--- config.mk ---
export PLATFORM = sky130hd
export DESIGN_NAME = windowed_keyed_watchdog
export DESIGN_NICKNAME = d
export VERILOG_FILES = /design/src/inc/wdog_pkg.sv /design/src/core/windowed_keyed_watchdog.sv
export SDC_FILE = /design/constraint.sdc
export NUM_CORES = 1
export LEC_CHECK = 0
export BUFFER_PORTS_ARGS = -buffer_cell sky130_fd_sc_hd__buf_2
export CAP_MARGIN = 20
export CORE_AREA = 2 2 149 151
export CTS_BUF_LIST = sky130_fd_sc_hd__clkbuf_4
export CTS_CLUSTER_DIAMETER = 200
export DETAILED_ROUTE_END_ITERATION = 10
export DIE_AREA = 0 0 151 153
export GPL_TIMING_DRIVEN = 1
export HOLD_SLACK_MARGIN = 0.1
export PLACE_DENSITY = 0.74
export SYNTH_ARGS = -nofsm -noshare
export SYNTH_HDL_FRONTEND = slang
export SYNTH_SLANG_ARGS = --single-unit
--- constraint.sdc ---
create_clock -name clk_sys -period 5.6 [get_ports clk_sys]
set_input_delay 0 -clock clk_sys [delete_from_list [all_inputs] [get_ports clk_sys]]
set_output_delay 0 -clock clk_sys [all_outputs]
set_load 0.01 [all_outputs]
--- src/inc/wdog_pkg.sv ---
/*
  Constants for the windowed keyed watchdog: register offsets, field
  positions, reset values, service words and the slow-tick divider.
  Assumes a 100 MHz system clock and a 32-bit APB slave.
*/
package wdog_pkg;
  localparam logic [7:0]  OFF_CTRL    = 8'h00;
  localparam logic [7:0]  OFF_IRQ_ST  = 8'h04;
  localparam logic [7:0]  OFF_TIMEOUT = 8'h08;
  localparam logic [7:0]  OFF_WINDOW  = 8'h0C;
  localparam logic [7:0]  OFF_SERVICE = 8'h10;
  localparam logic [7:0]  OFF_SEED    = 8'h14;
  localparam logic [7:0]  OFF_EXADDR  = 8'h18;
  localparam logic [7:0]  OFF_COUNT   = 8'h1C;
  localparam logic [7:0]  OFF_IRQ_MSK = 8'h20;

  // Control bits
  localparam int CTRL_EN   = 0;
  localparam int CTRL_HLK  = 1;
  localparam int CTRL_ITR  = 2;
  localparam int CTRL_WND  = 3;
  localparam int CTRL_SMD0 = 4;
  localparam int CTRL_SMD1 = 5;
  localparam int CTRL_W    = 6;

  // Interrupt status bits
  localparam int ST_TIMEOUT = 0;
  localparam int ST_INVALID = 1;
  localparam int ST_W       = 2;

  localparam logic [31:0] TIMEOUT_RST = 32'h0000_0100;
  localparam logic [15:0] SEED_RST    = 16'h5C17;
  localparam logic [15:0] SVC_WORD_A  = 16'hA602;
  localparam logic [15:0] SVC_WORD_B  = 16'hB480;
  localparam logic [15:0] KEY_MUL     = 16'h0011;
  localparam logic [15:0] KEY_ADD     = 16'h0003;

  // Slow oscillator: nominal 128 kHz expressed as a tick from 100 MHz
  localparam int SYS_HZ       = 100_000_000;
  localparam int SLOW_HZ      = 128_000;
  localparam int SLOW_DIV     = SYS_HZ / SLOW_HZ;
  localparam logic [9:0] SLOW_DIV_M1 = 10'(SLOW_DIV - 1);

  typedef enum logic [1:0] {
    SVC_FIXED,
    SVC_KEYED,
    SVC_FIXADDR,
    SVC_INCADDR
  } svc_mode_t;
endpackage : wdog_pkg

--- src/core/windowed_keyed_watchdog.sv ---
/*
  Windowed keyed watchdog with APB register access, interrupt-first or
  immediate fault, four service methods and a hard lock.
  Assumes an APB master on clk_sys and a CPU fetch-address strobe on the
  same clock for the two execution-address service methods.
*/
// What this block does
// - On expiry the counter either raises the fault at once or, in interrupt-first mode, raises the interrupt and reloads.
// - In interrupt-first mode a second consecutive expiry without a valid service raises the fault.
// - Every valid service reloads the down counter with the timeout period.
// - The fixed sequence is the word A602h followed by B480h written to the service register.
// - In keyed mode a service write is accepted only if it equals the internally held key, and a new key is then formed.
// - The next key is the current key times 17 plus 3, kept to 16 bits.
// - In fixed-address mode execution at the stored address services, and that address cannot be written while enabled.
// - In incremental-address mode execution at the stored address services, and that address may be rewritten while running.
// - The counter advances only on the slow oscillator tick, whatever else is configured.
// - The enable bit starts the watchdog and the hard-lock bit locks the configuration, both set by software.
// - Once hard lock is set every write to the configuration registers is rejected.
// - The timeout register holds a full 32-bit reload period.
// - The control register reads back so software can confirm the watchdog is enabled.
// - The slow tick runs at a nominal 128 kHz derived from the system clock.
`timescale 1ns/1ps
`default_nettype none
module windowed_keyed_watchdog (
  input  wire logic        clk_sys,
  input  wire logic        resetn,
  input  wire logic        psel,
  input  wire logic        penable,
  input  wire logic        pwrite,
  input  wire logic [7:0]  paddr,
  input  wire logic [31:0] pwdata,
  output logic      [31:0] prdata,
  output logic             pready,
  output logic             pslverr,
  input  wire logic        fetch_valid,
  input  wire logic [31:0] fetch_addr,
  output logic             irq,
  output logic             fault_out
);
  import wdog_pkg::*;

  logic [CTRL_W-1:0] ctrl_ff;
  logic [31:0]       timeout_ff;
  logic [31:0]       window_ff;
  logic [31:0]       count_ff;
  logic [15:0]       key_ff;
  logic [31:0]       exaddr_ff;
  logic [ST_W-1:0]   status_ff;
  logic [ST_W-1:0]   mask_ff;
  logic              seq_a_ff;
  logic              irq_pend_ff;
  logic              fault_ff;
  logic [9:0]        div_ff;
  logic [31:0]       rdata_ff;

  function automatic logic [15:0] next_key(input logic [15:0] k);
    logic [31:0] p;
    p = {16'h0000, k} * {16'h0000, KEY_MUL} + {16'h0000, KEY_ADD};
    return p[15:0];
  endfunction : next_key

  wire        acc       = psel & penable;
  wire        wr        = acc & pwrite;
  wire        rd        = acc & ~pwrite;
  wire        enabled   = ctrl_ff[CTRL_EN];
  wire        locked    = ctrl_ff[CTRL_HLK];
  wire        irq_mode  = ctrl_ff[CTRL_ITR];
  wire        win_mode  = ctrl_ff[CTRL_WND];
  wire svc_mode_t mode  = svc_mode_t'(ctrl_ff[CTRL_SMD1:CTRL_SMD0]);
  wire        hit_ctrl  = paddr == OFF_CTRL;
  wire        hit_st    = paddr == OFF_IRQ_ST;
  wire        hit_to    = paddr == OFF_TIMEOUT;
  wire        hit_win   = paddr == OFF_WINDOW;
  wire        hit_svc   = paddr == OFF_SERVICE;
  wire        hit_seed  = paddr == OFF_SEED;
  wire        hit_exa   = paddr == OFF_EXADDR;
  wire        hit_cnt   = paddr == OFF_COUNT;
  wire        hit_msk   = paddr == OFF_IRQ_MSK;
  wire        mapped    = hit_ctrl | hit_st | hit_to | hit_win | hit_svc |
                          hit_seed | hit_exa | hit_cnt | hit_msk;
  wire        cfg_wr    = wr & ~locked;
  // The address register also stays frozen while enabled in fixed mode
  wire        exa_open  = ~locked & (mode == SVC_INCADDR | ~enabled);
  wire        slow_tick = div_ff == SLOW_DIV_M1;
  // Window opens once the count has fallen to the window value
  wire        win_open  = ~win_mode | (count_ff <= window_ff);
  wire        svc_wr    = wr & hit_svc & enabled;
  wire [15:0] svc_val   = pwdata[15:0];
  wire        fix_good  = mode == SVC_FIXED & svc_wr &
                          seq_a_ff & svc_val == SVC_WORD_B;
  wire        fix_first = mode == SVC_FIXED & svc_wr & svc_val == SVC_WORD_A;
  wire        fix_bad   = mode == SVC_FIXED & svc_wr & ~fix_first & ~fix_good;
  wire        key_good  = mode == SVC_KEYED & svc_wr & svc_val == key_ff;
  wire        key_bad   = mode == SVC_KEYED & svc_wr & ~key_good;
  wire        exe_hit   = enabled & fetch_valid & fetch_addr == exaddr_ff &
                          (mode == SVC_FIXADDR | mode == SVC_INCADDR);
  wire        svc_any   = fix_good | key_good | exe_hit;
  wire        svc_ok    = svc_any & win_open;
  // A wrong word always counts as a timeout; an early one only in windowed mode
  wire        svc_bad   = fix_bad | key_bad | (svc_any & ~win_open);
  wire        expire    = enabled & slow_tick & count_ff == 32'h0000_0000;
  wire        timeout   = expire | svc_bad;
  wire        to_fault  = timeout & (~irq_mode | irq_pend_ff);
  wire        to_irq    = timeout & irq_mode & ~irq_pend_ff;
  wire        st_clr    = rd & hit_st;

  wire [31:0] nxt_count = (svc_ok | to_irq | ~enabled) ? timeout_ff :
                          (slow_tick & count_ff != 32'h0000_0000) ? count_ff - 32'h0000_0001 :
                          count_ff;
  wire [ST_W-1:0] st_set = {svc_bad, expire};
  // A fresh event wins over the read that clears the status
  wire [ST_W-1:0] nxt_status = (st_clr ? {ST_W{1'b0}} : status_ff) | st_set;
  wire [31:0] rd_mux = hit_ctrl ? {26'h0, ctrl_ff} :
                       hit_st   ? {30'h0, status_ff} :
                       hit_to   ? timeout_ff :
                       hit_win  ? window_ff :
                       hit_seed ? {16'h0, key_ff} :
                       hit_exa  ? exaddr_ff :
                       hit_cnt  ? count_ff :
                       hit_msk  ? {30'h0, mask_ff} : 32'h0000_0000;

  assign pready    = 1'b1;
  assign pslverr   = acc & ~mapped;
  assign prdata    = rdata_ff;
  assign irq       = |(status_ff & mask_ff);
  assign fault_out = fault_ff;

  // Read data is registered, so it is loaded in the setup cycle
  always_ff @(posedge clk_sys or negedge resetn) begin
    if (!resetn) begin
      rdata_ff <= 32'h0000_0000;
    end else if (psel & ~penable) begin
      rdata_ff <= rd_mux;
    end
  end

  always_ff @(posedge clk_sys or negedge resetn) begin
    if (!resetn) begin
      div_ff <= 10'h000;
    end else begin
      div_ff <= slow_tick ? 10'h000 : div_ff + 10'h001;
    end
  end

  always_ff @(posedge clk_sys or negedge resetn) begin
    if (!resetn) begin
      ctrl_ff    <= '0;
      timeout_ff <= TIMEOUT_RST;
      window_ff  <= 32'h0000_0000;
      mask_ff    <= '0;
    end else if (cfg_wr) begin
      if (hit_ctrl) ctrl_ff <= pwdata[CTRL_W-1:0];
      if (hit_to) timeout_ff <= pwdata;
      if (hit_win) window_ff <= pwdata;
      if (hit_msk) mask_ff <= pwdata[ST_W-1:0];
    end
  end

  always_ff @(posedge clk_sys or negedge resetn) begin
    if (!resetn) begin
      exaddr_ff <= 32'h0000_0000;
    end else if (wr & hit_exa & exa_open) begin
      exaddr_ff <= pwdata;
    end
  end

  always_ff @(posedge clk_sys or negedge resetn) begin
    if (!resetn) begin
      key_ff <= SEED_RST;
    end else if (cfg_wr & hit_seed & ~enabled) begin
      key_ff <= pwdata[15:0];
    end else if (key_good & win_open) begin
      key_ff <= next_key(key_ff);
    end
  end

  always_ff @(posedge clk_sys or negedge resetn) begin
    if (!resetn) begin
      count_ff    <= TIMEOUT_RST;
      seq_a_ff    <= 1'b0;
      irq_pend_ff <= 1'b0;
      fault_ff    <= 1'b0;
      status_ff   <= '0;
    end else begin
      count_ff    <= nxt_count;
      // The first word is remembered until the next service write, so the
      // second word may arrive on a later APB access
      seq_a_ff    <= svc_wr ? fix_first : seq_a_ff;
      irq_pend_ff <= svc_ok ? 1'b0 : (to_irq ? 1'b1 : irq_pend_ff);
      fault_ff    <= fault_ff | to_fault;
      status_ff   <= nxt_status;
    end
  end

  a_fault_sticky: assert property (@(posedge clk_sys) disable iff (!resetn)
    fault_out |=> fault_out) else $error("fault dropped");
  a_lock_ctrl: assert property (@(posedge clk_sys) disable iff (!resetn)
    locked |=> $stable(ctrl_ff) && $stable(timeout_ff)) else $error("locked config changed");
  a_reload_svc: assert property (@(posedge clk_sys) disable iff (!resetn)
    svc_ok |=> count_ff == $past(timeout_ff)) else $error("service did not reload");
  a_first_irq: assert property (@(posedge clk_sys) disable iff (!resetn)
    expire && irq_mode && !irq_pend_ff |=> irq_pend_ff && count_ff == $past(timeout_ff)) else $error("no reload");
  a_direct_fault: assert property (@(posedge clk_sys) disable iff (!resetn)
    expire && !irq_mode |=> fault_out) else $error("no immediate fault");
  a_second_fault: assert property (@(posedge clk_sys) disable iff (!resetn)
    expire && irq_pend_ff |=> fault_out) else $error("no fault on second expiry");
  a_key_step: assert property (@(posedge clk_sys) disable iff (!resetn)
    key_good && win_open |=> key_ff == 16'($past(key_ff) * 17 + 3)) else $error("bad key step");
  a_fix_pair: assert property (@(posedge clk_sys) disable iff (!resetn)
    $rose(seq_a_ff) |-> $past(fix_first)) else $error("pair armed wrongly");
  a_expire_flag: assert property (@(posedge clk_sys) disable iff (!resetn)
    expire |=> status_ff[ST_TIMEOUT]) else $error("expiry not flagged");
  a_svc_pend_clr: assert property (@(posedge clk_sys) disable iff (!resetn)
    svc_ok && !timeout |=> !irq_pend_ff) else $error("service left pending");
  a_bad_key: assert property (@(posedge clk_sys) disable iff (!resetn)
    key_bad |=> status_ff[ST_INVALID]) else $error("wrong key not flagged");
  a_key_hold: assert property (@(posedge clk_sys) disable iff (!resetn)
    enabled && !(key_good && win_open) |=> $stable(key_ff)) else $error("key moved");
  a_exa_lock: assert property (@(posedge clk_sys) disable iff (!resetn)
    locked |=> $stable(exaddr_ff)) else $error("locked address changed");
  a_early_bad: assert property (@(posedge clk_sys) disable iff (!resetn)
    svc_any && !win_open |=> status_ff[ST_INVALID]) else $error("early service not flagged");
  a_slow_count: assert property (@(posedge clk_sys) disable iff (!resetn)
    enabled && !slow_tick && !svc_any && !svc_bad |=> $stable(count_ff)) else $error("count moved off tick");
  a_exa_frozen: assert property (@(posedge clk_sys) disable iff (!resetn)
    enabled && mode == SVC_FIXADDR |=> $stable(exaddr_ff)) else $error("address changed");

  c_fix_service: cover property (@(posedge clk_sys) fix_good && win_open);
  c_key_service: cover property (@(posedge clk_sys) key_good && win_open);
  c_exec_service: cover property (@(posedge clk_sys) exe_hit);
  c_two_expiry: cover property (@(posedge clk_sys) expire && irq_pend_ff);
  c_early_service: cover property (@(posedge clk_sys) svc_any && !win_open);
endmodule : windowed_keyed_watchdog
`default_nettype wire

# Word-level counts from Yosys, hierarchy flattened
# Cells that the tools add are included.
# word_totals
input_bits,78
register_bits,199
wordCells,131
out_inout_bits,36
# classes
bitwise,69
n_mux,16
n_reduce_logical,12
add_sub_neg,3
multipliers,1
magnitude_cmp,1
eq_ne,16
# op_table
op,count
$mux 32,9
$and 1x1->1,35
$eq 16x16->1 const B,2
$eq 32x32->1,1
$eq 8x5->1 const B,4
$le 32x32->1,1
$logic_not 32->1,1
$mux 16,2
$reduce_bool 32->1,1
$sub 32x1->32 const B,1
$or 1x1->1,20
$add 16x2->16 const B,1
$eq 16x16->1,1
$eq 8x4->1 const B,2
$mul 16x5->16 const B,1
$not 1->1,12
$add 10x1->10 const B,1
$eq 10x10->1 const B,1
$mux 10,1
$eq 8x3->1 const B,1
$eq 8x6->1 const B,1
$logic_not 8->1,1
$reduce_and 2->1,4
$reduce_bool 2->1,3
8 further kinds,11

# Longest topological paths before layout
# logic_depth
ltp_word,17
ltp_mapped,11
mapped_depth_nobuf,11

# Least setup slack after synthesis
# No wires, ideal clock.
# synth_timing
path_type,register to register
startpoint,register count_ff[9]
endpoint,register count_ff[15]
setup_slack_ps,2607
path_buffers,3
stages_incl_launch_ff,11
period_less_slack_ps,2993
arrival_time_ps,2868
required_ps,5475
setup_ps,125
cell_sequence,dfrtp_1 -> or3_4 -> or3_1 -> buf_2 -> or4_4 -> buf_6 -> o41ai_4 -> buf_6 -> nor3_1 -> xor2_1 -> mux2_4
# synth_via
elab_chain_cells,11
elab_cells_between_ends,19
cone_classes,add/sub: 1; order compare: 1; mux: 2; bitwise: 12; reduce/logical: 3
# synth_lines
element,line_no,text
from (decl),windowed_keyed_watchdog.sv:45,logic [31:0] count_ff;
from (signal assigned),windowed_keyed_watchdog.sv:185,count_ff <= nxt_count;
$le 32x32->1,windowed_keyed_watchdog.sv:86,wire win_open = ~win_mode | (count_ff <= window_ff);
$or 1x1->1,windowed_keyed_watchdog.sv:86,
$not 1->1,windowed_keyed_watchdog.sv:100,wire svc_bad = fix_bad | key_bad | (svc_any & ~win_open);
$and 1x1->1,windowed_keyed_watchdog.sv:100,
$or 1x1->1,windowed_keyed_watchdog.sv:100,
$or 1x1->1,windowed_keyed_watchdog.sv:102,wire timeout = expire | svc_bad;
$and 1x1->1 (2 in series),windowed_keyed_watchdog.sv:104,wire to_irq = timeout & irq_mode & ~irq_pend_ff;
$or 1x1->1 (2 in series),windowed_keyed_watchdog.sv:107,wire [31:0] nxt_count = (svc_ok | to_irq | ~enabled) ? timeout_ff :
$mux 32 / $reduce_bool 2->1 (equally long branches),-,
# Parallel ways exist; a longest one is shown, timed or not. The select of a mux whose other input is x is not followed.
# A chain may end at the register's enable or synchronous reset.

# Worst setup path in the final report
# layout_timing
startpoint,register count_ff[31]
endpoint,register count_ff[22]
# The elaborated chain is that of the path after synthesis.

==> flow_metrics.py <==
metrics = {
    "finish": {
        "nFillCells": 1827,
        "layout.nets": 1374,
        "synthToLayoutAreaGrowth_pct": 14.2,
        "multiInputGateArea_um2": 6180,
        "area.sequential_um2": 4990,
        "drive_gt1_frac": 0.243,
        "layout.cells.most_common_list": "sky130_fd_sc_hd__dfrtp_1 (189), sky130_fd_sc_hd__mux2_2 (119), sky130_fd_sc_hd__buf_2 (111)",
        "post-route-cell-area_um2": 13200,
        "layout_commonest_cell": "sky130_fd_sc_hd__dfrtp_1",
    },
    "critical_path": {
        "critical-path-slowest-cell": "sky130_fd_sc_hd__or4_1",
        "end_kind": "flip-flop",
        "worstPathBufferInverterCount": 1,
        "cp.arrival_ns": 4.03,
        "r2r_start": "count_ff[31]",
        "critical_path_max_stage_delay_ns": 0.56,
        "startpoint_type": "flip-flop",
        "cp_data_required_time_ns": 6.10,
        "critical_path_startpoint": "count_ff[31]",
        "r2r_setup_slack_ns": 2.07,
        "worstPathMaxFanout": 18,
        "timing.critical_path.depth": 9,
        "worst-r2r-cell-count": 9,
        "crit_family": "compound AO/OA/AOI/OAI gates",
        "critical_path.reg2reg.endpoint": "count_ff[22]",
        "cp_cell_sequence": "ha_1 > nand4_1 > or4_1 > o21ai_0 > a31oi_1 > a211oi_1 > o22ai_4 > buf_16 > mux2_1",
        "crit_type": "reg2reg",
    },
    "synth": {
        "mappedNetlistNets": 1232,
        "synth-seq-cells": 199,
        "synthesis.yosys.warnings": 0,
        "ys_seq_area_frac": 0.431,
        "ys_async_sr_fraction": 1.00,
        "synth_edf_count": 0,
        "synthDistinctLibCells": 70,
        "avgSynthCellArea_um2": 10.6,
        "ys_flop_type": "sky130_fd_sc_hd__dfrtp_1",
        "netlist_area_um2": 11600,
        "postSynthCellCount": 1095,
    },
    "clock_network": {
        "cts_repair_resize_count": 0,
        "clockBufferDepth": 2,
        "insertion_delay_ns": 0.61,
        "clkTransAtPathRegs_ns": 0.16,
        "count_of_clock_tree_sinks": 199,
        "root_buffer_master": "sky130_fd_sc_hd__clkbuf_4",
        "cts.repair_timing.setup_buffer_count": 0,
        "tritoncts": "yes",
        "cts_made_buffers": 17,
        "post_cts_hold_buffer_count": 51,
        "htree_num_levels": 4,
    },
    "global_routing": {
        "largest_net_degree_at_the_start_of_global_routing": 89,
        "grtUsageMet1": 0.399,
        "via_count_of_the_first_global_routing_pass": 9406,
        "global_route_hottest_layer": "met2",
        "grt.met3_usage": 0.0713,
        "grt-ovfl-total": 0,
        "gr-usage-met2": 0.453,
        "initial_antenna_violation_count": 2,
        "global_route.usage.total": 0.290,
        "grt_first_pass_wirelength_mm": 51.5,
    },
    "worst_hold_path": {
        "worstHoldPathCells": 7,
        "worst_hold_path.endpoint": "irq_pend_ff",
        "holdCritStartpoint": "fetch_addr[15]",
        "hp-class": "in2reg",
    },
    "sta": {
        "timing.fmax_mhz": 283,
        "slew_headroom": 0.315,
        "final.period_utilization": 0.631,
        "finalSetupViolations": 0,
        "rsz_0062_raised_after_global_routing": "no",
        "smallest_hold_slack_ns": 0.131,
        "fin_crit_ns": 3.53,
        "tns_ns": 0,
        "final_hold_viol_count": 0,
        "worst_slew_pin_slew_ns": 1.00,
        "slew_viol_final": 0,
        "fin_skew_ns": 0.0258,
    },
    "floorplan": {
        "die_h_um": 153,
        "io_pins": 114,
        "die_w_um": 151,
        "initial_core_util": 0.539,
        "rows": 54,
        "floorplan.core_area_um2": 21500,
        "die-area_um2": 23100,
    },
    "pwr": {
        "vdd_ir_drop_max_mv": 0.102,
        "internal_power_mw": 1.83,
        "power.combinational.fraction": 0.125,
        "seqPwrFrac": 0.579,
        "portion_of_total_power_attributed_to_the_clock_network": 0.296,
        "total_switching_power_uw": 730,
        "p_per_area_nw_per_um2": 194,
        "swShare": 0.285,
        "power_leakage_nw": 6.49,
    },
    "job": {
        "maxCapViolCount": 0,
    },
    "route": {
        "routedWlPerCell_um": 21.3,
        "drcViolationCount": 0,
        "antenna_violating_nets_left": 0,
        "wirelength_routed_mm": 32.7,
        "dr.first_iter.drc_count": 833,
        "first_pass_iters": 5,
        "num_vias": 9421,
        "detail_route.vias_per_cell": 6.15,
    },
    "placed_design": {
        "port_buffers": 112,
        "gp_congestion": 0.969,
        "placed_area_um2": 12400,
        "place.detailed.hpwl_mm": 23.5,
    },
    "status": {
        "result_of_the_run": "completed",
    },
}
[logic make-up (layout without fill, tap and decap cells)]
logic type / Yosys count / count (layout) / share of synthesized area
buffers and inverters: 108 / 263 / 0.0371
AO/OA/AOI/OAI: 212 / 212 / 0.130
other: 1 / 2 / 0.000324
adder cells (fa/ha/maj): 59 / 59 / 0.0644
AND/OR/NAND/NOR: 280 / 280 / 0.128
multiplexers: 136 / 136 / 0.133
XOR/XNOR: 100 / 100 / 0.0757
flip-flops: 199 / 199 / 0.431
[cell usage after synthesis (20+ instances only)]
master	n	area share
sky130_fd_sc_hd__a21oi_1	38	0.016
sky130_fd_sc_hd__a221oi_1	44	0.033
sky130_fd_sc_hd__clkbuf_1	38	0.012
sky130_fd_sc_hd__dfrtp_1	189	0.41
sky130_fd_sc_hd__ha_1	58	0.063
sky130_fd_sc_hd__inv_1	55	0.018
sky130_fd_sc_hd__mux2_2	119	0.12
sky130_fd_sc_hd__nand2_1	76	0.025
sky130_fd_sc_hd__nand3_1	20	0.0086
sky130_fd_sc_hd__nor2_1	47	0.015
sky130_fd_sc_hd__nor3_1	29	0.013
sky130_fd_sc_hd__o21ai_0	46	0.020
sky130_fd_sc_hd__xnor2_1	47	0.036
sky130_fd_sc_hd__xor2_1	53	0.040
[state kept, by name, summed over array words and instances (netlist names)]
| register | cells |
|---|---|
| div_ff | 10 |
| window_ff | 32 |
| irq_pend_ff | 1 |
| mask_ff | 2 |
| timeout_ff | 32 |
| fault_out | 1 |
| status_ff | 2 |
| count_ff | 32 |
| exaddr_ff | 32 |
| ctrl_ff | 6 |
| key_ff | 16 |
| prdata | 32 |
| seq_a_ff | 1 |
[power groups by stage]
stage	combinational (mW)	clock [mW]	sequential, mW
after floorplan	0.164	0	1.50
after global placement	0.281	0	1.51
after detailed placement	0.288	0	1.51
after CTS	0.317	0.771	1.48
after global routing	0.349	0.828	1.48
final	0.319	0.758	1.48
[tightest hold or removal path: stages]
cell                       delay [ns]
sky130_fd_sc_hd__buf_2           0.09
sky130_fd_sc_hd__xnor2_1         0.07
sky130_fd_sc_hd__nand2_1         0.06
sky130_fd_sc_hd__nor4_1          0.04
sky130_fd_sc_hd__nand4b_1        0.15
sky130_fd_sc_hd__a211oi_1        0.15
sky130_fd_sc_hd__nor2_1          0.13
[area by class of cell]
class,count,area share
Multi-Input combinational cell,788,0.468
Sequential cell,199,0.378
Timing Repair Buffer,176,0.0920
Tap cell,280,0.0265
Inverter,55,0.0156
Clock buffer,19,0.0108
Clock inverter,13,0.00928
Antenna cell,1,0.000189
[per-stage QoR]
step                total power [mW]  cells  worst slack, ns  utilization
finish                          2.56   1531             2.07        0.615
global route                    2.66   1531             1.95        0.615
CTS                             2.57   1530             2.09        0.615
detailed placement              1.80   1447             2.13        0.578
global placement                1.79   1446             2.20        0.577
floorplan                       1.66   1095             2.61            -
[metal layers]
layer,vias to the layer above,routed length [um],part of all wire
li1,4321,-,-
met1,4629,14000,0.43
met2,410,15200,0.47
met3,59,2600,0.080
met4,2,785,0.024
met5,-,13,0.00040
[how the worst max path moves through the flow]
stage	slack, ns	to
2_1_floorplan	2.61	count_ff[15]
3_3_place_gp	2.20	count_ff[16]
3_5_place_dp	2.13	count_ff[22]
4_1_cts	2.09	count_ff[30]
5_1_grt	1.95	count_ff[30]
6_report	2.07	count_ff[22]
Note: power is estimated with default switching activity, not from simulation.
